`config.mk`:
```
export PLATFORM = sky130hd
export DESIGN_NAME = atb_bank
export DESIGN_NICKNAME = d
export VERILOG_FILES = /design/src/atb_pkg.sv /design/src/atb_bank.sv /design/src/atb_cfg_reg.sv
export SDC_FILE = /design/constraint.sdc
export NUM_CORES = 1
export LEC_CHECK = 0
export BUFFER_PORTS_ARGS = -buffer_cell sky130_fd_sc_hd__buf_2
export CORE_UTILIZATION = 58
export DETAILED_ROUTE_END_ITERATION = 10
export PLACE_DENSITY = 0.84
export SETUP_SLACK_MARGIN = 0.15
export SYNTH_ARGS = -nofsm -noshare
export SYNTH_HDL_FRONTEND = slang
export SYNTH_SLANG_ARGS = --single-unit
```
`constraint.sdc`:
```
create_clock -name CLK -period 1.9 [get_ports CLK]
set_clock_uncertainty 0.2 [all_clocks]
set_input_delay 0.19 -clock CLK [delete_from_list [all_inputs] [get_ports CLK]]
set_output_delay 0.19 -clock CLK [all_outputs]
set_load 0.02 [all_outputs]
```
`src/atb_pkg.sv`:
```
// Purpose: Shared constants and types for the analog trim register bank
// Assumes: Register index space of 8 bits, 16-bit register data
// Notes: Offsets are register indices on the serial configuration port
package atb_pkg;

  // Register geometry
  localparam int ATB_DW = 16;
  localparam int ATB_AW = 8;
  localparam int ATB_NREG = 7;

  // Register offsets
  localparam logic [7:0] ATB_OFS_FRONT_END = 8'h12;
  localparam logic [7:0] ATB_OFS_PATH_SEL = 8'h13;
  localparam logic [7:0] ATB_OFS_BIAS_RSVD = 8'h14;
  localparam logic [7:0] ATB_OFS_LED_CURRENT_TRIM = 8'h16;
  localparam logic [7:0] ATB_OFS_SLOW_OSC = 8'h18;
  localparam logic [7:0] ATB_OFS_FAST_BYP = 8'h19;
  localparam logic [7:0] ATB_OFS_FAST_TRIM = 8'h1A;

  // Values after reset, whole register
  localparam logic [15:0] ATB_RST_FRONT_END = 16'h1C00;
  localparam logic [15:0] ATB_RST_PATH_SEL = 16'hADA5;
  localparam logic [15:0] ATB_RST_BIAS_RSVD = 16'h0080;
  localparam logic [15:0] ATB_RST_LED_CURRENT_TRIM = 16'h0600;
  localparam logic [15:0] ATB_RST_SLOW_OSC = 16'h3620;
  localparam logic [15:0] ATB_RST_FAST_BYP = 16'h0004;
  localparam logic [15:0] ATB_RST_FAST_TRIM = 16'h425E;

  // Writable bits; unused bits read as zero
  localparam logic [15:0] ATB_WM_FRONT_END = 16'h7F3F;
  localparam logic [15:0] ATB_WM_ALL = 16'hFFFF;

  // Path select codes
  localparam logic [15:0] ATB_PATH_FULL = 16'hADA5;
  localparam logic [15:0] ATB_PATH_TIA_ADC = 16'hB065;

  // Field positions (least significant bit) and widths
  localparam int ATB_VREF_LSB = 4;
  localparam int ATB_VREF_W = 2;
  localparam int ATB_RES_LSB = 8;
  localparam int ATB_CAP_LSB = 10;
  localparam int ATB_LED_LSB = 7;
  localparam int ATB_LED_W = 5;
  localparam int ATB_SOSC_TRIM_LSB = 0;
  localparam int ATB_SOSC_TRIM_W = 6;
  localparam int ATB_SOSC_RUN_BIT = 7;
  localparam int ATB_SOSC_BYP_BIT = 8;
  localparam int ATB_SOSC_RANGE_BIT = 14;
  localparam int ATB_FOSC_BYP_LSB = 0;
  localparam logic [1:0] ATB_FOSC_BYP_EXT = 2'h1;
  localparam int ATB_FOSC_FREQ_LSB = 0;
  localparam int ATB_FOSC_TC_LSB = 8;
  localparam int ATB_FOSC_TC_W = 7;

  // Index order of the registers inside the bank
  localparam int ATB_I_FRONT_END = 0;
  localparam int ATB_I_PATH_SEL = 1;
  localparam int ATB_I_BIAS_RSVD = 2;
  localparam int ATB_I_LED_CURRENT_TRIM = 3;
  localparam int ATB_I_SLOW_OSC = 4;
  localparam int ATB_I_FAST_BYP = 5;
  localparam int ATB_I_FAST_TRIM = 6;

  localparam logic [ATB_NREG-1:0][7:0] ATB_OFS_TABLE = {
    ATB_OFS_FAST_TRIM, ATB_OFS_FAST_BYP, ATB_OFS_SLOW_OSC, ATB_OFS_LED_CURRENT_TRIM,
    ATB_OFS_BIAS_RSVD, ATB_OFS_PATH_SEL, ATB_OFS_FRONT_END};
  localparam logic [ATB_NREG-1:0][15:0] ATB_RST_TABLE = {
    ATB_RST_FAST_TRIM, ATB_RST_FAST_BYP, ATB_RST_SLOW_OSC, ATB_RST_LED_CURRENT_TRIM,
    ATB_RST_BIAS_RSVD, ATB_RST_PATH_SEL, ATB_RST_FRONT_END};
  localparam logic [ATB_NREG-1:0][15:0] ATB_WM_TABLE = {
    ATB_WM_ALL, ATB_WM_ALL, ATB_WM_ALL, ATB_WM_ALL,
    ATB_WM_ALL, ATB_WM_ALL, ATB_WM_FRONT_END};

  // Static selects handed to the analog circuits
  typedef struct packed {
    logic [1:0] reference_voltage_select;
    logic [2:0] integrator_feedback_cap;
    logic [2:0] integ_res_onehot;
    logic path_full_chain;
    logic path_tia_direct;
    logic [15:0] analog_path_select;
    logic [4:0] led_current_trim;
    logic [5:0] slow_osc_trim;
    logic slow_osc_run_n_powerdown;
    logic slow_osc_bypass;
    logic slow_osc_range_select;
    logic fast_osc_bypass;
    logic [7:0] fast_osc_freq_trim;
    logic [6:0] fast_osc_tempco_trim;
  } atb_cfg_t;

  // Register access request from the serial port logic
  typedef struct packed {
    logic wr;
    logic rd;
    logic [7:0] addr;
    logic [15:0] wdata;
  } atb_req_t;

  // Read answer
  typedef struct packed {
    logic valid;
    logic [15:0] data;
  } atb_rsp_t;

  typedef struct packed {
    logic [15:0] val;
  } atb_reg_state_t;

  typedef struct packed {
    atb_cfg_t cfg;
    atb_rsp_t rsp;
  } atb_bank_state_t;

endpackage : atb_pkg

```
`src/atb_bank.sv`:
```
// Purpose: Analog trim register bank driving front end, LED and oscillator selects
// Assumes: Serial port logic on CLK issues REG_REQ; no synchroniser needed
// Notes: Analog selects follow a register write by one further cycle
//
// Operation
// - Integrator field bits 12:8, reset 0x1C
// - Bits 12,11,10 enable weighted feedback capacitors
// - Resistor code 0 large, 1 mid, 2-3 small
// - Path select resets 0xADA5; 0xB065 bypasses chain
// - Led_current_trim bits 11:7, reset 0xC, linear
// - Slow oscillator trim six bits, reset 0x20
// - Slow oscillator bit 7 low powers down
// - Bit 8 swaps slow oscillator for test clock
// - Bit 14 selects increased slow oscillator range
// - Fast bypass value 1 selects test clock
// - Fast frequency trim eight bits, reset 0x5E
// - Tempco trim bits 14:8, reset 0x42
// - Reference select bits 5:4, reset 0
`timescale 1ns/1ps
module atb_bank import atb_pkg::*; (
  input wire logic CLK,
  input wire logic RST_B,
  input wire logic CE,
  input wire atb_req_t REG_REQ,
  output atb_rsp_t REG_RSP,
  output atb_cfg_t ANALOG_CFG
);

  // Index of the register at an offset; ATB_NREG when unmapped
  function automatic logic [2:0] reg_index(input logic [7:0] addr);
    logic [2:0] idx;
    idx = 3'(ATB_NREG);
    for (int k = 0; k < ATB_NREG; k++) begin
      if (ATB_OFS_TABLE[k] == addr) begin
        idx = 3'(k);
      end
    end
    return idx;
  endfunction : reg_index

  logic [ATB_NREG-1:0][15:0] regs;
  logic [2:0] acc_idx;
  atb_bank_state_t st_q;
  atb_bank_state_t st_d;

  assign acc_idx = reg_index(REG_REQ.addr);

  // One register per offset; reset values and masks from the table
  generate
    for (genvar i = 0; i < ATB_NREG; i++) begin : g_reg
      atb_cfg_reg #(
        .RESET_VAL(ATB_RST_TABLE[i]),
        .WMASK(ATB_WM_TABLE[i])
      ) u_reg (
        .clk(CLK),
        .rst_b(RST_B),
        .ce(CE),
        .wr(REG_REQ.wr && (acc_idx == 3'(i))),
        .wdata(REG_REQ.wdata), // Reserved fields kept as written, except front end bits outside ATB_WM_FRONT_END, which are forced low
        .q(regs[i])
      );
    end
  endgenerate

  // Register words to analog selects; shared by live path and reset image
  function automatic atb_cfg_t cfg_decode(input logic [ATB_NREG-1:0][15:0] r);
    atb_cfg_t cfg;
    logic [15:0] fe;
    logic [15:0] so;
    logic [15:0] ft;
    fe = r[ATB_I_FRONT_END];
    so = r[ATB_I_SLOW_OSC];
    ft = r[ATB_I_FAST_TRIM];
    cfg.reference_voltage_select = fe[ATB_VREF_LSB +: ATB_VREF_W];
    cfg.integrator_feedback_cap = fe[ATB_CAP_LSB +: 3];
    // Codes 2 and 3 alias to the smallest resistor
    case (fe[ATB_RES_LSB +: 2])
      2'h0: cfg.integ_res_onehot = 3'h4;
      2'h1: cfg.integ_res_onehot = 3'h2;
      default: cfg.integ_res_onehot = 3'h1;
    endcase
    cfg.analog_path_select = r[ATB_I_PATH_SEL];
    cfg.path_full_chain = (r[ATB_I_PATH_SEL] == ATB_PATH_FULL);
    cfg.path_tia_direct = (r[ATB_I_PATH_SEL] == ATB_PATH_TIA_ADC);
    cfg.led_current_trim = r[ATB_I_LED_CURRENT_TRIM][ATB_LED_LSB +: ATB_LED_W];
    cfg.slow_osc_trim = so[ATB_SOSC_TRIM_LSB +: ATB_SOSC_TRIM_W];
    cfg.slow_osc_run_n_powerdown = so[ATB_SOSC_RUN_BIT];
    cfg.slow_osc_bypass = so[ATB_SOSC_BYP_BIT];
    cfg.slow_osc_range_select = so[ATB_SOSC_RANGE_BIT];
    // Only code 1 is defined as external; other codes stay internal
    cfg.fast_osc_bypass =
      (r[ATB_I_FAST_BYP][ATB_FOSC_BYP_LSB +: 2] == ATB_FOSC_BYP_EXT);
    cfg.fast_osc_freq_trim = ft[ATB_FOSC_FREQ_LSB +: 8];
    cfg.fast_osc_tempco_trim = ft[ATB_FOSC_TC_LSB +: ATB_FOSC_TC_W];
    return cfg;
  endfunction : cfg_decode

  // Reset image from the reset words, so selects can never disagree with them
  localparam atb_cfg_t cfg_rst = cfg_decode(ATB_RST_TABLE & ATB_WM_TABLE);

  // Read answer and registered copy of the analog selects
  always_comb begin
    st_d = st_q;
    // Unmapped offsets answer zero rather than stalling the port
    st_d.rsp.valid = REG_REQ.rd;
    if (REG_REQ.rd) begin
      st_d.rsp.data = (acc_idx < 3'(ATB_NREG)) ? regs[acc_idx] : 16'h0000;
    end
    st_d.cfg = cfg_decode(regs);
  end

  // Selects reset to the decode of the register reset words
  always_ff @(posedge CLK or negedge RST_B) begin
    if (!RST_B) begin
      st_q <= '{cfg: cfg_rst, rsp: '0};
    end else if (CE) begin
      st_q <= st_d;
    end
  end

  assign REG_RSP = st_q.rsp;
  assign ANALOG_CFG = st_q.cfg;

endmodule : atb_bank

```
`src/atb_cfg_reg.sv`:
```
// Purpose: One 16-bit configuration register with reset value and write mask
// Assumes: Write strobe and data already decoded for this register
// Notes: Bits outside the mask hold zero and ignore writes
`timescale 1ns/1ps
module atb_cfg_reg import atb_pkg::*; #(
  parameter logic [15:0] RESET_VAL = 16'h0000,
  parameter logic [15:0] WMASK = 16'hFFFF
) (
  input wire logic clk,
  input wire logic rst_b,
  input wire logic ce,
  input wire logic wr,
  input wire logic [15:0] wdata,
  output logic [15:0] q
);

  atb_reg_state_t st_q;
  atb_reg_state_t st_d;

  // Whole-word write; masked bits forced low
  always_comb begin
    st_d = st_q;
    if (wr) begin
      st_d.val = wdata & WMASK;
    end
  end

  // Frozen while clock enable is low
  always_ff @(posedge clk or negedge rst_b) begin
    if (!rst_b) begin
      st_q <= '{val: RESET_VAL & WMASK};
    end else if (ce) begin
      st_q <= st_d;
    end
  end

  assign q = st_q.val;

endmodule : atb_cfg_reg

```
Word level (Yosys, flattened, before mapping):

Cells that the tools add are included.

* $lt $le $gt $ge: 2
* eq/ne operators: 17
* mux-type cells: 11
* reduce and logical (&&, ||, !) cells: 17

Operator list (count)
* $eq 5x8->1 const A: 7
* $bmux 16 s3: 1
* $eq 16x16->1 const B: 2
* $mux 16: 2
* $mux 3: 7
* $reduce_and 2->1: 8
* $eq 3x3->1 const B: 3
* $logic_and 1x1->1: 7
* $eq 3x2->1 const B: 2
* $pmux 3 s2: 1
* $eq 2x1->1 const B: 2
* $lt 3x4->1 const B: 1
* $eq 3x1->1 const B: 1
* $logic_not 3->1: 1
* $lt 3x3->1 const B: 1
* $logic_not 2->1: 1

* flip-flop bits (word level): 182
* bits of input ports: 29
* output and inout bits: 73
* word-level logic and storage cells: 70

Logic depth before layout (Yosys ltp):

Gate-level depths: netlist (run 1).

* word-level depth: 11
* depth in mapped cells: 8
* gate-level depth less buffers: 5

Modules after synthesis:

A second synthesis (run 1) with hierarchy kept.

* cells, all modules: 641
* area total of the unflattened synthesis: 8635.8 µm²

Modules (own cells, without submodules)
* atb_bank: instances 1, cells each 405, area an instance 4234.1 µm², sequential area each 1856.8 µm²
* atb_cfg_reg at g_reg[2].u_reg ...: instances 2, cells each 34, area an instance 636.9 µm², sequential area each 401.6 µm²
* atb_cfg_reg at g_reg[1].u_reg: instances 1, cells each 34, area an instance 646.9 µm², sequential area each 411.6 µm²
* atb_cfg_reg at g_reg[6].u_reg: instances 1, cells each 34, area an instance 644.4 µm², sequential area each 409.1 µm²
* atb_cfg_reg at g_reg[4].u_reg: instances 1, cells each 34, area an instance 641.9 µm², sequential area each 406.6 µm²
* atb_cfg_reg at g_reg[3].u_reg: instances 1, cells each 34, area an instance 638.1 µm², sequential area each 402.9 µm²
* atb_cfg_reg at g_reg[0].u_reg: instances 1, cells each 32, area an instance 556.8 µm², sequential area each 329.1 µm²

Worst setup path before layout (run 1):

OpenSTA, ideal clock, no wires.

* path kind: input to register
* from: in REG_REQ[21] (netlist bit)
* to: reg g_reg[2].u_reg.st_q, in the netlist g_reg[2].u_reg.q[10]
* library setup time: 0.125 ns
* arrival: 2.022 ns
* data required time: 1.575 ns
* path slack: -0.447 ns
* stages: 6
* buffers on the path: 2
* cells stage by stage: or4b_1 buf_6 or4_4 nor2_8 buf_12 mux2_4

* longest elaborated chain between the ends: 11
* elaborated cells on any way between the ends: 17
* those cells by class: eq/ne: 8; mux: 7; reduce/logical: 2

RTL lines
* start, declared: RTL line atb_bank.sv:24 `input wire atb_req_t REG_REQ,`
* $eq 5x8->1: RTL line atb_bank.sv:34 `if (ATB_OFS_TABLE[k] == addr) begin`
* $mux 3 (6 in a row): RTL line atb_bank.sv:34
* $mux 3 *: RTL line atb_bank.sv:34
* $eq 3x2->1 *: RTL line atb_bank.sv:58 `.wr(REG_REQ.wr && (acc_idx == 3'(i))),`
* $logic_and 1x1->1 *: RTL line atb_bank.sv:58
* $reduce_and 2->1 (no source line) *
* end signal, assigned: RTL line atb_cfg_reg.sv:31 `st_q <= '{val: RESET_VAL & WMASK};`
* end signal, assigned: RTL line atb_cfg_reg.sv:33 `st_q <= st_d;`
* end, declared: RTL line atb_cfg_reg.sv:17 `atb_reg_state_t st_q;`

Every way passes the cells marked *; elsewhere a longest branch is shown, timed or not.
A chain may end at the register's enable or synchronous reset.

Worst setup path in the final report (run 1):

* from: in REG_REQ[21] (netlist bit)
* to: reg g_reg[2].u_reg.st_q, in the netlist g_reg[2].u_reg.q[5]

The elaborated chain is that of the path after synthesis.

==> metrics.md, run 1 <==
| Metric | Value |
|---|---|
| Fmax | 0.536 GHz |
| Finished Core Util | 0.773 |
| Clk buf depth | 2 |
| Mapped cell area | 8230 sq um |
| Yosys reg bits | 182 |
| Synth area leaders | dfrtp_1 (40%), mux2_2 (21%), dfstp_2 (17%) |
| Area delta synth->final | 30.4% |
| Diodes inserted | 0 |
| Synthesized instance count | 647 |
| Clk sink count | 182 |
| Drt wl/cell | 22.2 microns |
| Multi-input combinational cell area | 3610 sq um |
| I/O pin total | 102 |
| GRT overflow | 0 |
| Status | finished clean |
| Synth Area per Inst | 12.7 sq um |
| Max Cap Viol | 0 |
| Most common cell after layout, fill and taps aside | mux2_2 |
| Initial DRC count | 548 |
| Area leader, netlist | dfrtp_1 |
| Fin nets | 867 |
| Hold Crit Class | in2async |
| Num CTS Buffers | 17 |
| Overall Global Routing Usage | 0.331 |
| Worst EP required | 2.02 ns |
| WS Path Type | in2reg |
| Largest net degree at the start of global routing | 53 |
| TritonCTS clock tree | built |
| Data arrival time at the worst-slack endpoint | 1.99 ns |
| Post-synthesis sequential area ratio | 0.561 |
| Yosys cell types | 56 |
| Yosys Warn Count | 0 |
| Die Ht | 121 microns |
| Initial core utilization | 0.593 |
| Lkg Pwr | 5.15 nW |
| DR vias | 6329 |
| Antenna viol nets, final | 0 |
| DRC viols | 0 |
| Endpoints failing setup | 0 |
| Vias in the first global route | 6442 |
| Main synth FF type | dfrtp_1 |
| Clk_lat worst skew | 0.44 ns |
| DRT Pass-1 Iters | 7 |
| Layout cell share with drive strength beyond 1 | 0.556 |
| Routed WL | 22900 microns |
| EDFF count, synth | 0 |
| Initial antenna violation count | 0 |
| Fillers | 880 |
| Die area | 14700 sq um |
| Unrepaired setup endpoints after global routing | yes |
| Worst-path clk slew | 0.07 ns |
| Post-synth net total | 676 |
| DPL Wire Length | 15600 microns |
| Worst vdd ir | 0.000770 V |
| Rows | 43 |
| Commonest cells after routing, fill and taps aside | mux2_2 (133), dfrtp_1 (130), buf_2 (98) |
| Clock root buffer | clkbuf_16 |
| Max-slew violation count | 0 |
| P per Cell Area | 778 nW/um^2 |
| CORE AREA | 13900 sq um |
| Via density | 6.14 |
| Sequential Area | 4620 sq um |
| Rel. slew slack | 0.662 |
| Crit start category | primary input |
| Final Hold Viols | 0 |
| Tmin final | 1.87 ns |
| Die X | 121 microns |
| First-pass GRT wire length | 35800 microns |
| Final RePlAce weighted congestion | 0.869 |
| Worst Tran Pin Value | 0.502 ns |
| CP Max Fanout | 5 |
| H-Tree Depth | 4 |
| Final WS setup | 0.0332 ns |
| Fraction of registers with async set/reset | 1.00 |
| Top-area cell type share of the netlist area | 0.395 |
| Hold slack | 0.0176 ns |
| Pre-CTS setup slack | -0.434 ns |
| Worst setup EP type | flop |
| Final Cycle Share | 0.983 |
| I/O Buffers | 101 |
-- cell families after synthesis --
kind of cell | synth area share
flip-flops | 0.561
multiplexers | 0.234
AND/OR/NAND/NOR | 0.0829
AO/OA/AOI/OAI | 0.0922
buffers and inverters | 0.0274
XOR/XNOR | 0.00213
-- power breakdown --
part | internal (W) | switching (W)
logic | 0.000276 | 0.000401
clock network | 0.00218 | 0.00149
registers | 0.00395 | 0.0000398
total | 0.00641 | 0.00193
-- path summary, 6_finish.rpt --
kind | from | to | slack (ns) | cells past startpoint
worst max-delay path | REG_REQ[21] | g_reg[2].u_reg.q[5]$_DFFE_PN0P_ | 0.03 | 7
worst min-delay path | RST_B | ANALOG_CFG[36]$_DFFE_PN0P_ | 0.02 | 2
worst max register to register | g_reg[1].u_reg.q[2]$_DFFE_PN1P_ | ANALOG_CFG[47]$_DFFE_PN1P_ | 0.05 | 5
worst min register to register | REG_RSP[4]$_DFFE_PN0P_ | REG_RSP[4]$_DFFE_PN0P_ | 0.30 | 2
max in group asynchronous | RST_B | ANALOG_CFG[47]$_DFFE_PN1P_ | 0.77 | 3
min in group CLK | REG_REQ[24] | REG_RSP[16]$_DFFE_PN0P_ | 0.14 | 3
-- through the flow --
step | instances | total power (W) | instance area [sq um] | TNS (ns)
6_report | 1031 | 0.00834 | 10700 | 0
5_1_grt | 1031 | 0.00859 | 10700 | 0
4_1_cts | 1029 | 0.00836 | 10600 | 0
3_5_place_dp | 974 | 0.00469 | 9700 | -33.68
3_3_place_gp | 974 | 0.00467 | 9700 | -30.71
2_1_floorplan | 647 | 0.00435 | 8440 | -13.84
-- layout make-up --
class / count / share of cell area
clock buffers: 21 / 0.0439
well taps: 180 / 0.0210
flip-flops and latches: 182 / 0.431
multi-input cells: 415 / 0.337
clock inverters: 11 / 0.0135
repair buffers: 213 / 0.151
inverters: 9 / 0.00327
-- worst max-delay path, stage by stage --
cell and delay, ns:
buf_6 0.09, or4b_4 0.55, or4_4 0.47, nor2_8 0.14
buf_12 0.12, buf_16 0.11, mux2_4 0.30
-- Yosys cell counts, drive strengths merged, types with 4 or more instances --
master,n
a211oi,4
a21oi,32
a2bb2oi,6
a32o,4
a32oi,6
and2,4
buf,14
clkbuf,27
dfrtp,130
dfstp,52
inv,8
mux2,165
nand2,66
nand2b,4
nand3,21
nand4,6
nor2,7
o21ai,26
o22ai,13
-- timing repair --
action / 4_1_cts / 5_1_grt
resized for setup: 10 / 21
buffers inserted: 5 / 1
hold buffers: 17 / 0
pin swaps: 4 / 2
gates cloned: 1 / 1
setup endpoints to repair: 43 / 100
endpoints found under the hold margin: 257 / 0
-- sequential cells by signal (all words and copies together) (netlist names) --
name        count
REG_RSP        17
ANALOG_CFG     56
g.u_reg.q     109
-- metal layers --
metal	global-route usage	vias to the layer above	share of wire
li1	-	2760	-
met1	0.444	3203	0.41
met2	0.531	307	0.49
met3	0.0540	59	0.066
met4	0.150	0	0.034
met5	0	-	0
Note: power is estimated with default switching activity, not from simulation.
==> run 2: changes to the inputs <==
--- a/config.mk
+++ b/config.mk
@@ -9,6 +9,7 @@
 export CORE_UTILIZATION = 58
 export DETAILED_ROUTE_END_ITERATION = 10
 export PLACE_DENSITY = 0.84
+export RECOVER_POWER = 100
 export SETUP_SLACK_MARGIN = 0.15
 export SYNTH_ARGS = -nofsm -noshare
 export SYNTH_HDL_FRONTEND = slang
==> run 2 against run 1 <==
Compared with the run above:
- sequential cell count unchanged
- hold slack improved by 0.12 ns
- count of clock-buffer cells in the layout unchanged
- critical endpoint unchanged
- fmax about the same
- combinational power decreased by 3.5%
- global-route usage unchanged
- utilization decreased by 2.1 points
- non-clock buffer count unchanged
- sequential share of layout area increased by 1.2 points
- sequential power about the same
==> metrics.md, run 2 (same netlist as run 1, synthesis figures left out) <==
| Metric | Value |
|---|---|
| Tmin final | 1.87 ns (-0.000552 ns) |
| Num CTS Buffers | 17 (unchanged) |
| Max Cap Viol | 0 (unchanged) |
| DR vias | 6291 (-0.60%) |
| Final Hold Viols | 0 (unchanged) |
| Clock power share | 0.441 (about the same) |
| Area delta synth->final | 26.9% |
| Status | finished clean |
| Clk sink count | 182 (unchanged) |
| GRT overflow | 0 (unchanged) |
| Die Ht | 121 microns (unchanged) |
| DPL Wire Length | 15600 microns (unchanged) |
| Final Cycle Share | 0.982 (about the same) |
| CP Max Fanout | 5 (unchanged) |
| Max-slew violation count | 0 (unchanged) |
| Hold Crit Class | in2reg |
| DP Cell Count | 974 (unchanged) |
| Die area | 14700 sq um (unchanged) |
| FF-to-FF path depth | 6 (+1) |
| Worst Hold Depth | 3 |
| Worst setup EP type | flop |
| Layout Cells excl Fill | 1031 (unchanged) |
| Commonest cells after routing, fill and taps aside | mux2_2 (132), dfrtp_1 (130), clkbuf_1 (78) |
| H-Tree Depth | 4 (unchanged) |
| Switching share of power | 0.232 (+0.000659) |
| Lkg Pwr | 4.76 nW (-7.7%) |
| DRT Pass-1 Iters | 5 (-2) |
| Clk buf depth | 2 (unchanged) |
| Most common cell after layout, fill and taps aside | mux2_2 |
| Worst Tran Pin Value | 0.895 ns (+0.393 ns) |
| Initial antenna violation count | 0 (unchanged) |
| Design Power | 0.00832 W (-0.24%) |
| Gr busiest metal | met2 |
| Routed WL | 22900 microns (about the same) |
| Max reg flops | 109 (unchanged) |
| Antenna viol nets, final | 0 (unchanged) |
| Unrepaired setup endpoints after global routing | yes |
| Met2 GRT Util | 0.531 (unchanged) |
| Register share of total power | 0.480 (about the same) |
| Worst vdd ir | 0.000770 V (about the same) |
| Rows | 43 (unchanged) |
| Fin nets | 867 (unchanged) |
| Layout cell share with drive strength beyond 1 | 0.452 (-0.103) |
| Die X | 121 microns (unchanged) |
| Power Internal | 0.00639 W (-0.33%) |
| Met1 Use GR | 0.444 (unchanged) |
| GR Util met3 | 0.0540 (unchanged) |
| Crit start category | primary input |
| Data arrival time at the worst-slack endpoint | 1.99 ns (about the same) |
| P per Cell Area | 797 nW/um^2 (+2.5%) |
| Largest net degree at the start of global routing | 53 (unchanged) |
| Rel. slew slack | 0.403 (-0.259) |
| CORE AREA | 13900 sq um (unchanged) |
| Initial core utilization | 0.593 (unchanged) |
| Fmax | 0.536 GHz (about the same) |
| Clock root buffer | clkbuf_16 |
| Finished Core Util | 0.752 (-0.0206) |
| Psw | 0.00193 W (about the same) |
| Worst-path clk slew | 0.06 ns (about the same) |
| Clk_lat worst skew | 0.44 ns (about the same) |
| DRC viols | 0 (unchanged) |
| Worst EP required | 2.02 ns (about the same) |
| Drt wl/cell | 22.2 microns (about the same) |
| Vias in the first global route | 6442 (unchanged) |
| TritonCTS clock tree | built |
| Initial DRC count | 526 (-4.0%) |
| Overall Global Routing Usage | 0.331 (unchanged) |
| First-pass GRT wire length | 35800 microns (unchanged) |
| I/O pin total | 102 (unchanged) |
| Logic pwr share | 0.079 (-0.002) |
| WS Path Type | in2reg |
| Via density | 6.10 (-0.60%) |
| Diodes inserted | 0 (unchanged) |
| I/O Buffers | 101 (unchanged) |
| Final RePlAce weighted congestion | 0.869 (unchanged) |
| Endpoints failing setup | 0 (unchanged) |
-- run 2: changes by cell type in the layout (fill, tap and decap cells not counted), moves of 3 or more --
cell / before / now
buf_12: 12 / 4
buf_2: 98 / 25
buf_4: 74 / 67
clkbuf_1: 1 / 78
clkbuf_2: 0 / 9
clkbuf_4: 0 / 3
mux2_1: 0 / 8
mux2_4: 32 / 25
-- run 2: layout make-up --
class | count | area (sq um)
Clock buffer | 21 | 470
Clock inverter | 11 | 145
Fill cell | 972 | 3440
Inverter | 9 | 35.0
Multi-Input combinational cell | 415 | 3560
Sequential cell | 182 | 4620
Tap cell | 180 | 225
Timing Repair Buffer | 213 | 1390
-- run 2: timing repair --
action | CTS | global route
endpoints found under the setup margin | 43 | 100
setup buffers | 5 | 1
cloned | 1 | 1
endpoints found under the hold margin | 257 | 0
pin swaps | 4 | 2
resized for setup | 10 | 21
hold buffers | 17 | 0
-- run 2: worst max-delay path, stage by stage --
cell and delay [ns]:
clkbuf_1 0.08, or4b_4 0.56, or4_4 0.47, nor2_8 0.14, buf_12 0.12, buf_16 0.11, mux2_4 0.30
-- run 2: metrics by stage --
| step | setup WS [ns] | TNS (ns) | hold WS (ns) | area, sq um |
|---|---|---|---|---|
| finish | 0.0338 | 0 | 0.136 | 10400 |
| global route | 0.0120 | 0 | 0.149 | 10400 |
| CTS | 0.00499 | 0 | 0.0166 | 10600 |
| detailed placement | -0.434 | -33.68 | -0.0974 | 9700 |
| global placement | -0.404 | -30.71 | -0.102 | 9700 |
| floorplan | -0.341 | -13.84 | -0.306 | 8440 |
-- run 2: path summary, 6_finish.rpt --
| path | startpoint | slack [ns] | endpoint |
|---|---|---|---|
| worst max-delay path | REG_REQ[21] | 0.03 | g_reg[2].u_reg.q[5]$_DFFE_PN0P_ |
| worst min-delay path | REG_REQ[24] | 0.14 | REG_RSP[16]$_DFFE_PN0P_ |
| worst max register to register | g_reg[1].u_reg.q[2]$_DFFE_PN1P_ | 0.04 | ANALOG_CFG[46]$_DFFE_PN0P_ |
| worst min register to register | REG_RSP[4]$_DFFE_PN0P_ | 0.30 | REG_RSP[4]$_DFFE_PN0P_ |
| max in group asynchronous | RST_B | 0.27 | ANALOG_CFG[37]$_DFFE_PN1P_ |
| min in group asynchronous | RST_B | 0.21 | ANALOG_CFG[42]$_DFFE_PN0P_ |
-- run 2: power groups by stage --
stage / logic, W / registers, W / clock network, W
floorplan: 0.000282 / 0.00407 / 0
global placement: 0.000613 / 0.00406 / 0
detailed placement: 0.000633 / 0.00406 / 0
CTS: 0.000668 / 0.00399 / 0.00370
global route: 0.000702 / 0.00400 / 0.00386
finish: 0.000653 / 0.00399 / 0.00367
-- run 2: routing by layer --
layer	up-vias	wire length [microns]
li1	2759	-
met1	3177	9590
met2	294	11000
met3	61	1480
met4	0	787
met5	-	0
==> run 3: changes to the inputs <==
--- a/config.mk
+++ b/config.mk
@@ -6,9 +6,10 @@
 export NUM_CORES = 1
 export LEC_CHECK = 0
 export BUFFER_PORTS_ARGS = -buffer_cell sky130_fd_sc_hd__buf_2
-export CORE_UTILIZATION = 58
+export CORE_UTILIZATION = 60
+export CTS_BUF_LIST = sky130_fd_sc_hd__clkbuf_8
 export DETAILED_ROUTE_END_ITERATION = 10
-export PLACE_DENSITY = 0.84
+export PLACE_DENSITY = 0.86
 export RECOVER_POWER = 100
 export SETUP_SLACK_MARGIN = 0.15
 export SYNTH_ARGS = -nofsm -noshare
==> run 3 against run 2 <==
Compared with the run above:
- cell area fell by 3.0%
- power fell by 12%
- final cell count fell by 0.19%
- critical path depth fell by 1
- largest cell class unchanged
- largest power group unchanged
- setup slack got worse by 0.066 ns
- combinational power rose by 4.0%
- die area fell by 3.3%
- fmax fell by 3.4%
- sequential cell count did not move
- register-to-register slack got worse by 0.03 ns
- the run now ends with negative setup slack left
==> metrics.md, run 3 (same netlist as run 1, synthesis figures left out) <==
| Metric | Value |
|---|---|
| Status | finished, violations left |
| Violated checks | negative setup slack |
| Initial antenna violation count | 0 (unchanged) |
| Max Cap Viol | 0 (unchanged) |
| Routed WL | 23800 microns (+3.9%) |
| Multi-input combinational cell area | 3550 sq um (-0.21%) |
| Overall Global Routing Usage | 0.355 (+0.0233) |
| Slowest CP cell | or4b_4 |
| FF-to-FF End | ANALOG_CFG[47]$_DFFE_PN1P_ |
| Tmin final | 1.93 ns (+0.0660 ns) |
| Worst Tran Pin Value | 0.860 ns (-0.0350 ns) |
| I/O Buffers | 101 (unchanged) |
| Final Hold Viols | 0 (unchanged) |
| Commonest cells after routing, fill and taps aside | mux2_2 (132), dfrtp_1 (130), clkbuf_1 (84) |
| Clk sink count | 182 (unchanged) |
| Worst Hold Depth | 4 (+1) |
| Sequential Area | 4620 sq um (unchanged) |
| Via density | 6.26 (+2.5%) |
| H-Tree Depth | 4 (unchanged) |
| Vias in the first global route | 6779 (+5.2%) |
| Initial core utilization | 0.619 (+0.0261) |
| Fillers | 894 (-8.0%) |
| Die area | 14200 sq um (-3.3%) |
| Antenna viol nets, final | 0 (unchanged) |
| Pre-CTS setup slack | -0.435 ns (-0.000520 ns) |
| Worst setup EP type | flop |
| FF-to-FF path depth | 5 (-1) |
| R2R Setup Slk | 0.01 ns (-0.03 ns) |
| Fin nets | 869 (+0.23%) |
| TritonCTS clock tree | built |
| Area delta synth->final | 23.1% |
| Unrepaired setup endpoints after global routing | yes |
| Most common cell after layout, fill and taps aside | mux2_2 |
| Worst EP required | 2.05 ns (+0.03 ns) |
| Worst vdd ir | 0.000601 V (-22%) |
| Logic pwr share | 0.093 (+0.014) |
| GRT overflow | 0 (unchanged) |
| Psw | 0.00189 W (-2.4%) |
| Power Internal | 0.00544 W (-15%) |
| Register share of total power | 0.545 (+0.065) |
| Design Power | 0.00732 W (-12%) |
| Diodes inserted | 0 (unchanged) |
| Clock root buffer | clkbuf_8 |
| Final Cycle Share | 1.02 (+0.0348) |
| First-pass GRT wire length | 37500 microns (+4.7%) |
| Max reg flops | 109 (unchanged) |
| Lkg Pwr | 4.59 nW (-3.6%) |
| HP Start | REG_REQ[19] |
| Switching share of power | 0.257 (+0.0254) |
| Drt wl/cell | 23.1 microns (+4.1%) |
| Die Ht | 119 microns (-1.7%) |
| Layout cell share with drive strength beyond 1 | 0.436 (-0.0163) |
| Clk_lat worst skew | 0.46 ns (+0.02 ns) |
| Endpoints failing setup | 10 (+10) |
| R2R Path Start | g_reg[1].u_reg.q[15]$_DFFE_PN1P_ |
| Data arrival time at the worst-slack endpoint | 2.09 ns (+0.10 ns) |
| WS Path Type | in2reg |
| Num CTS Buffers | 17 (unchanged) |
| Clk buf depth | 2 (unchanged) |
| Max-slew violation count | 0 (unchanged) |
| Clock power share | 0.362 (-0.079) |
| Die X | 119 microns (-1.7%) |
| Initial DRC count | 574 (+9.1%) |
| DPL Wire Length | 16100 microns (+3.0%) |
| CP Max Fanout | 10 (+5) |
| DRT Pass-1 Iters | 5 (unchanged) |
| Rows | 42 (-2.3%) |
| Final RePlAce weighted congestion | 0.916 (+5.4%) |
| Hold Crit Class | in2reg |
| Crit start category | primary input |
| Hold Path End | REG_RSP[14]$_DFFE_PN0P_ |
| Final WS setup | -0.0323 ns (-0.0660 ns) |
| DR vias | 6438 (+2.3%) |
| CORE AREA | 13300 sq um (-4.2%) |
| Fmax | 0.518 GHz (-3.4%) |
| P per Cell Area | 723 nW/um^2 (-9.3%) |
| DRC viols | 0 (unchanged) |
| Crit-path max cell delay | 0.60 ns (+0.04 ns) |
| Rel. slew slack | 0.426 (+0.0233) |
| Worst-path clk slew | 0.10 ns (+0.04 ns) |
| I/O pin total | 102 (unchanged) |
| Largest net degree at the start of global routing | 60 (+13%) |
| Crit-path cells | clkbuf_1 > or4b_4 > nor2_2 > nand4_4 > clkbuf_4 > mux2_2 |
## run 3: cell types whose count changed in the layout (fill, tap and decap cells not counted), sizes merged
cell         change
buf              -9
bufinv           -1
clkbuf           +5
clkinvlp         +1
dlygate4sd3      +3
inv              +2
clkinv           +1
## run 3: power groups by stage
stage	Sequential (W)	Clock, W	Combinational (W)
finish	0.00399	0.00265	0.000679
global route	0.00400	0.00284	0.000724
CTS	0.00399	0.00268	0.000690
detailed placement	0.00406	0	0.000641
global placement	0.00406	0	0.000625
floorplan	0.00407	0	0.000282
## run 3: worst max-delay path, delay by kind of cell
kind | cells | cell delay (ns)
muxes | 1 | 0.30
and+or+nand+nor | 3 | 1.22
buffers and inverters | 2 | 0.36
## run 3: worst max-delay path by stage
stage,cells after the start,to,slack (ns),startpoint
after floorplan,6,g_reg[2].u_reg.q[10]$_DFFE_PN0P_,-0.34,REG_REQ[21]
after CTS,6,ANALOG_CFG[46]$_DFFE_PN0P_,0.02,g_reg[1].u_reg.q[15]$_DFFE_PN1P_
after detailed placement,6,g_reg[2].u_reg.q[1]$_DFFE_PN0P_,-0.43,REG_REQ[21]
after global placement,6,g_reg[2].u_reg.q[1]$_DFFE_PN0P_,-0.40,REG_REQ[21]
after global routing,5,ANALOG_CFG[47]$_DFFE_PN1P_,-0.07,g_reg[1].u_reg.q[15]$_DFFE_PN1P_
final,6,g_reg[4].u_reg.q[3]$_DFFE_PN0P_,-0.03,REG_REQ[22]
## run 3: what timing repair did
| item | 4_1_cts | 5_1_grt |
|---|---|---|
| setup buffers | 1 | 1 |
| pin swaps | 2 | 3 |
| endpoints found under the setup margin | 28 | 56 |
| hold buffers | 21 | 0 |
| gates resized for setup | 13 | 13 |
| endpoints found under the hold margin | 257 | 0 |
## run 3: stage by stage
stage,cells,area (sq um),utilization,hold WS [ns],TNS (ns)
after floorplan,647,8440,-,-0.306,-13.84
after global placement,974,9740,0.732,-0.0731,-34.73
after detailed placement,974,9740,0.732,-0.0616,-38.31
after CTS,1028,10400,0.784,0.0676,0
after global routing,1029,10100,0.762,0.103,-0.535
final,1029,10100,0.762,0.0980,-0.148
## run 3: layout make-up
type | instances | share of cell area
Sequential cell | 182 | 0.456
Multi-Input combinational cell | 415 | 0.350
Timing Repair Buffer | 215 | 0.129
Clock buffer | 18 | 0.0245
Tap cell | 176 | 0.0217
Clock inverter | 14 | 0.0148
Inverter | 9 | 0.00346
## run 3: per-layer routing
layer	part of all wire	track usage
met1	0.40	0.445
met3	0.059	0.0651
met2	0.50	0.588
met4	0.039	0.184
met5	0	0
